File: src/rtl/lcmp_pkg.sv
// Package: register map, field layout and timing constants
//
// Function
// - Mask bit i enables channel i when it is one.
// - Mask readback shows zero for disabled or faulted channels.
// - Clearing then setting a faulted bit retries that channel only.
// - Reset loads the mask with 0x3f.
// - Drive strength code gives 25, 50, 75 or 100 percent.
// - Frequency bit one picks 1200 kHz, zero picks 600 kHz.
// - Short protect bit enables string short detection at 7.5 V.
// - Even phase mode spaces enabled channels by period over enabled count.
// - Step mode spaces enabled channels by step times period over 255.
// - Reset clears the phase register, so all channels start together.
package lcmp_pkg;
  localparam int NUM_CH = 6;
  localparam logic [7:0] ADDR_BOOST_CONFIG = 8'h08;
  localparam logic [7:0] ADDR_CHANNEL_MASK = 8'h09;
  localparam logic [7:0] ADDR_PHASE_DELAY = 8'h0a;
  localparam logic [7:0] RST_BOOST_CONFIG = 8'h1f;
  localparam logic [7:0] RST_CHANNEL_MASK = 8'h3f;
  localparam logic [7:0] RST_PHASE_DELAY = 8'h00;
  localparam int POS_SHORT_PROTECT = 0;
  localparam int POS_FREQ_SELECT = 2;
  localparam int POS_DRIVE_LO = 4;
  localparam int POS_EVEN_PHASE = 7;
  localparam logic [7:0] MASK_CH_BITS = 8'h3f;
  localparam logic [7:0] PHASE_DIVISOR = 8'hff;
  localparam int FSW_HIGH_KHZ = 1200;
  localparam int FSW_LOW_KHZ = 600;
  localparam int SHORT_THRESH_MV = 7500;
  localparam int PERIOD_W = 16;
  typedef enum logic [1:0] {
    LCMP_DRV_25 = 2'h0,
    LCMP_DRV_50 = 2'h1,
    LCMP_DRV_75 = 2'h2,
    LCMP_DRV_100 = 2'h3
  } lcmp_drive_e;
endpackage

File: src/rtl/lcmp_phase_calc.sv
// Per-channel start offset calculator for staggered PWM windows
`timescale 1ns/1ps
module lcmp_phase_calc
  import lcmp_pkg::*;
(
  input wire logic [5:0] chanActive,
  input wire logic evenPhaseSelect,
  input wire logic [6:0] phaseStepValue,
  input wire logic [PERIOD_W-1:0] pwmPeriod,
  output logic [6*PERIOD_W-1:0] chanOffset
);
  logic [PERIOD_W-1:0] spacing;
  logic [2:0] nEnabled;
  logic [PERIOD_W+7:0] prod;
  logic [PERIOD_W-1:0] acc;
  always_comb
  begin
    nEnabled = 3'h0;
    for (int i = 0; i < NUM_CH; i++)
      nEnabled = nEnabled + {2'h0, chanActive[i]};
    prod = pwmPeriod * {1'h0, phaseStepValue};
    if (evenPhaseSelect)
      spacing = (nEnabled == 3'h0) ? '0 :
        pwmPeriod / {{(PERIOD_W-3){1'b0}}, nEnabled};
    else
      spacing = PERIOD_W'(prod / PHASE_DIVISOR);
    acc = '0;
    chanOffset = '0;
    for (int i = 0; i < NUM_CH; i++)
    begin
      // Disabled channels are skipped, so the chain stays tight
      chanOffset[i*PERIOD_W +: PERIOD_W] = acc;
      if (chanActive[i])
        acc = acc + spacing;
    end
  end
endmodule // lcmp_phase_calc

File: src/rtl/lcmp_channel_ctrl.sv
// Channel mask, boost configuration and phase shift control top
`timescale 1ns/1ps
module lcmp_channel_ctrl
  import lcmp_pkg::*;
(
  input wire logic clk,
  input wire logic srst,
  input wire logic regWrEn,
  input wire logic regRdEn,
  input wire logic [7:0] regAddr,
  input wire logic [7:0] regWrData,
  output logic [7:0] regRdData,
  input wire logic [5:0] chanFaultPin,
  input wire logic [PERIOD_W-1:0] pwmPeriod,
  output logic [5:0] chanRun,
  output logic [5:0] chanRestart,
  output logic [1:0] boostDriveStrength,
  output logic [6:0] driveStrengthPct,
  output logic switchingFreqSelect,
  output logic [10:0] switchFreqKhz,
  output logic shortProtectEnable,
  output logic [6*PERIOD_W-1:0] chanOffset
);
  typedef struct packed {
    logic [7:0] boostConfig;
    logic [7:0] chanMask;
    logic [7:0] phaseDelay;
    logic [5:0] faulted;
    logic [5:0] faultMeta;
    logic [5:0] faultSync;
    logic [5:0] restart;
    logic [7:0] rdData;
  } lcmp_state_s;
  lcmp_state_s st_r, st_nxt;
  logic [5:0] active;
  logic [1:0] drv;

  // Only enabled channels can latch a fault
  function automatic logic [5:0] newFaults(input lcmp_state_s s);
    return s.faultSync & s.chanMask[5:0];
  endfunction

  // Shared by readback and run outputs so they never disagree
  function automatic logic [5:0] visibleMask(input lcmp_state_s s);
    return s.chanMask[5:0] & ~s.faulted;
  endfunction

  // Fault pins come from analog comparators, so synchronise first
  always_comb
  begin
    st_nxt = st_r;
    st_nxt.faultMeta = chanFaultPin;
    st_nxt.faultSync = st_r.faultMeta;
    st_nxt.restart = '0;
    // Latch faults on enabled channels; a channel stays off until retried
    st_nxt.faulted = st_r.faulted | newFaults(st_r);
    if (regWrEn)
    begin
      case (regAddr)
        ADDR_BOOST_CONFIG: st_nxt.boostConfig = regWrData;
        ADDR_CHANNEL_MASK:
        begin
          st_nxt.chanMask = regWrData & MASK_CH_BITS;
          // Clearing a bit drops its latched fault; new faults still win
          st_nxt.faulted = st_nxt.faulted &
            (regWrData[5:0] | newFaults(st_r));
          // Rising bit restarts only that channel
          st_nxt.restart = regWrData[5:0] & ~st_r.chanMask[5:0];
        end
        ADDR_PHASE_DELAY: st_nxt.phaseDelay = regWrData;
        default: ;
      endcase
    end
    if (regRdEn)
    begin
      case (regAddr)
        ADDR_BOOST_CONFIG: st_nxt.rdData = st_r.boostConfig;
        ADDR_CHANNEL_MASK:
          st_nxt.rdData = {2'h0, visibleMask(st_r)};
        ADDR_PHASE_DELAY: st_nxt.rdData = st_r.phaseDelay;
        default: st_nxt.rdData = 8'h00;
      endcase
    end
    if (srst)
    begin
      st_nxt = '0;
      st_nxt.boostConfig = RST_BOOST_CONFIG;
      st_nxt.chanMask = RST_CHANNEL_MASK;
      st_nxt.phaseDelay = RST_PHASE_DELAY;
    end
  end

  always_ff @(posedge clk)
  begin
    st_r <= st_nxt;
  end

  assign active = visibleMask(st_r);
  assign drv = st_r.boostConfig[POS_DRIVE_LO +: 2];

  always_comb
  begin
    case (lcmp_drive_e'(drv))
      LCMP_DRV_25: driveStrengthPct = 7'h19;
      LCMP_DRV_50: driveStrengthPct = 7'h32;
      LCMP_DRV_75: driveStrengthPct = 7'h4b;
      LCMP_DRV_100: driveStrengthPct = 7'h64;
      default: driveStrengthPct = 7'h64;
    endcase
  end

  assign regRdData = st_r.rdData;
  assign chanRun = active;
  assign chanRestart = st_r.restart;
  assign boostDriveStrength = drv;
  assign switchingFreqSelect = st_r.boostConfig[POS_FREQ_SELECT];
  assign switchFreqKhz = switchingFreqSelect ? 11'(FSW_HIGH_KHZ) :
    11'(FSW_LOW_KHZ);
  assign shortProtectEnable = st_r.boostConfig[POS_SHORT_PROTECT];

  // Host must keep total spread within one period; no wrap is applied
  lcmp_phase_calc u_phase (
    .chanActive(active),
    .evenPhaseSelect(st_r.phaseDelay[POS_EVEN_PHASE]),
    .phaseStepValue(st_r.phaseDelay[6:0]),
    .pwmPeriod(pwmPeriod),
    .chanOffset(chanOffset)
  );
endmodule // lcmp_channel_ctrl

File: config.mk
export PLATFORM = sky130hd
export DESIGN_NAME = lcmp_channel_ctrl
export DESIGN_NICKNAME = d
export VERILOG_FILES = /design/src/rtl/lcmp_pkg.sv /design/src/rtl/lcmp_phase_calc.sv /design/src/rtl/lcmp_channel_ctrl.sv
export SDC_FILE = /design/constraint.sdc
export NUM_CORES = 1
export LEC_CHECK = 0
export BUFFER_PORTS_ARGS = -buffer_cell sky130_fd_sc_hd__clkbuf_2
export CORE_UTILIZATION = 65
export CTS_CLUSTER_SIZE = 16
export DETAILED_ROUTE_END_ITERATION = 12
export GPL_ROUTABILITY_DRIVEN = 0
export PLACE_DENSITY = 0.87
export SYNTH_ARGS = -nofsm -noshare
export SYNTH_HDL_FRONTEND = slang
export SYNTH_SLANG_ARGS = --single-unit
File: constraint.sdc
create_clock -name clk -period 76.4 [get_ports clk]
set_input_delay 15.28 -clock clk [delete_from_list [all_inputs] [get_ports clk]]
set_output_delay 15.28 -clock clk [all_outputs]
set_load 0.01 [all_outputs]
==> run summary <==
max-slew violation count: 0
IO Port Bufs: 158
reg2reg setup slack: 74.74 ns
IO Count: 180
largest cells by area after synthesis: ha_1 10%, fa_1 8.9%, dfxtp_1 6.4%
Routed WL per cell: 17.8 µm
full die area: 26500 µm²
Yosys warnings: 0
Synth Instances: 2281
GR Layer Usage met3: 0.0420
Layout Cells excl Fill: 2670
DP Cell Count: 2661
post-route design area: 17500 µm²
CTS H-tree depth: 2
Worst Tran Pin Value: 1.14 ns
Tot GR Track Use: 0.352
FP Rows: 58
Rel. slew slack: 0.231
post_cts resized: 0
min Tclk post-route: 62.55 ns
Worst Path Max Fanout: 10
hold_buf cts: 0
pin count of the biggest net entering global routing: 50
chip height: 163 µm
Critical Path RT: 61.12 ns
Post-synth EDFFs: 0
Most common cell on crit path: ha_1
drt first pass iters: 6
CTS Buffer Depth: 2
met2 usage: 0.595
Cell Area, Synth: 16800 µm²
layout cell share with drive strength beyond 1: 0.121
Routed WL: 47.6 mm
Seq/Total Area, Yosys: 0.0643
library cells used by synthesis: 118
Detailed Route Iter0 Violations: 1721
RSZ-0062 raised after global routing: no
vias in the first global route: 16600
Vias: 17600
antenna violations before repair: 1
Fillers: 2123
CTS tree: built
Hold WC Path Type: flip-flop to flip-flop
Critical-path top delay cell: nor4b_1
# Post-CTS Setup Buffers: 0
first-pass GRT wire length: 78.3 mm
worst r2r path cells: 4
clock net sink count: 54
met1 usage: 0.440
Critical Path Start Type: input pin
Placed Area: 17300 µm²
Async S/R FF share, synth: 0
die width: 163 µm
Worst Hold Depth: 1
Synth Register Bits: 54
hold_sp: st_r[23]$_SDFF_PP0_
Final period util: 0.819
endpoint type of the worst setup path: output port
final setup skew: 0.00343 ns
initial core utilization: 0.665
arrival time at the worst endpoint: 47.27 ns
CORE AREA: 25300 µm²
Final Setup Violations: 0
outcome: completed
Area Growth Syn to Fin: 4.00%
Max Fclk: 0.0160 GHz
clock-pin transition on the worst setup and hold timing paths: 0.06 ns
Hold Path Sink: st_r[17]$_SDFF_PP0_
CP Class: input pin to output port
Final TNS setup: 0 ns
DP HPWL: 38.4 mm
clk_lat worst skew: 0.29 ns
clk root buf: clkbuf_16
worst r2r dst: regRdData[0]$_SDFFE_PP0P_
reg2reg start: st_r[26]$_SDFF_PP0_
layer with the highest usage: met2
post-route ant nets: 0
Synth Flop Type: dfxtp_1
nets: 2593
Hold Fails Final Rpt: 0
cell taking the most area after synthesis: ha_1
maxcap violations: 0
Worst path max stage delay: 0.69 ns
DRC Markers: 0
vias per cell: 6.59
top cell type's share of synthesized area: 0.103
TritonCTS Buffers: 5
total grt overflow: 0
Post-Syn Area per Cell: 7.37 µm²
## sequential cells by signal (all words and copies together) (netlist names)
| register | flops |
|---|---|
| regRdData | 8 |
| switchingFreqSelect | 1 |
| shortProtectEnable | 1 |
| boostDriveStrength | 2 |
| chanRestart | 6 |
| st_r | 36 |
## synthesized netlist by cell type, drive strengths merged, types with 19 or more instances
| library cell | n |
|---|---|
| o21a | 39 |
| nand3 | 46 |
| clkbuf | 52 |
| o31ai | 19 |
| xor2 | 29 |
| o21bai | 30 |
| inv | 134 |
| a21oi | 168 |
| mux2 | 26 |
| nor3 | 79 |
| a211oi | 27 |
| o21ai | 142 |
| or2 | 25 |
| nand2b | 34 |
| and3 | 22 |
| nor2 | 196 |
| o211ai | 23 |
| nand2 | 184 |
| ha | 138 |
| dfxtp | 54 |
| and2 | 120 |
| buf | 82 |
| a21o | 32 |
| mux2i | 48 |
| a31oi | 23 |
| nor2b | 38 |
| xnor2 | 83 |
| nor4 | 21 |
| fa | 75 |
| o22ai | 23 |
## worst max-delay path, delay by kind of cell
family	cells	cell delay, ns
simple gates	43	11.18
compound gates	52	10.74
fa+ha+maj	20	5.89
mux	8	2.71
buf+inv	9	1.08
xor+xnor	3	0.36
## worst max-delay path by stage
| stage | start | endpoint | slack, ns | cells past startpoint |
|---|---|---|---|---|
| floorplan | pwmPeriod[15] | chanOffset[95] | 18.46 | 136 |
| global placement | pwmPeriod[15] | chanOffset[95] | 16.52 | 135 |
| detailed placement | pwmPeriod[15] | chanOffset[95] | 14.54 | 135 |
| CTS | pwmPeriod[15] | chanOffset[95] | 14.44 | 135 |
| global route | pwmPeriod[15] | chanOffset[95] | 11.15 | 135 |
| finish | pwmPeriod[15] | chanOffset[95] | 13.85 | 135 |
## placed cells by master (no fill, tap or decap), drive strengths merged, types with 48 or more instances in the layout
cell	netlist	routed
mux2i	48	48
inv	134	135
nand2	184	184
fa	75	75
nor2	196	196
clkbuf	52	165
xnor2	83	83
a21oi	168	168
dfxtp	54	54
o21ai	142	142
and2	120	120
ha	138	138
nor3	79	79
## metal layers
layer	vias up	part of all wire	wire [µm]
met2	844	0.47	22200
met5	-	0	0
met3	168	0.074	3520
met1	8256	0.41	19500
met4	0	0.050	2400
li1	8335	-	-
## kinds of logic after synthesis
group	count (synthesis)	synth area share
other	2	0.000447
AO/OA/AOI/OAI	683	0.285
buffers and inverters	270	0.0786
XOR/XNOR	112	0.0588
flip-flops	54	0.0643
AND/OR/NAND/NOR	871	0.273
multiplexers	74	0.0460
adder cells (fa/ha/maj)	215	0.193
## stage by stage
step            util  setup WS [ns]  hold slack (ns)
6_report       0.692          13.85            0.437
4_1_cts        0.692          14.44            0.437
3_5_place_dp   0.686          14.54            0.421
3_3_place_gp   0.686          16.52            0.415
5_1_grt        0.692          11.15            0.462
2_1_floorplan      -          18.46            0.414
## layout make-up
type                            count  area (µm²)  share of cell area
Tap cell                          330         413              0.0236
Timing Repair Buffer              165         843              0.0483
Clock inverter                      1        8.76            0.000501
Clock buffer                        7         143             0.00816
Antenna cell                        1        2.50            0.000143
Sequential cell                    54        1080              0.0619
Inverter                          136         510              0.0292
Multi-Input combinational cell   1976       14500               0.828
Power is left out: the tool's default activity adds up to more than one toggle a clock period on the data nets, which glitch-free logic cannot reach.
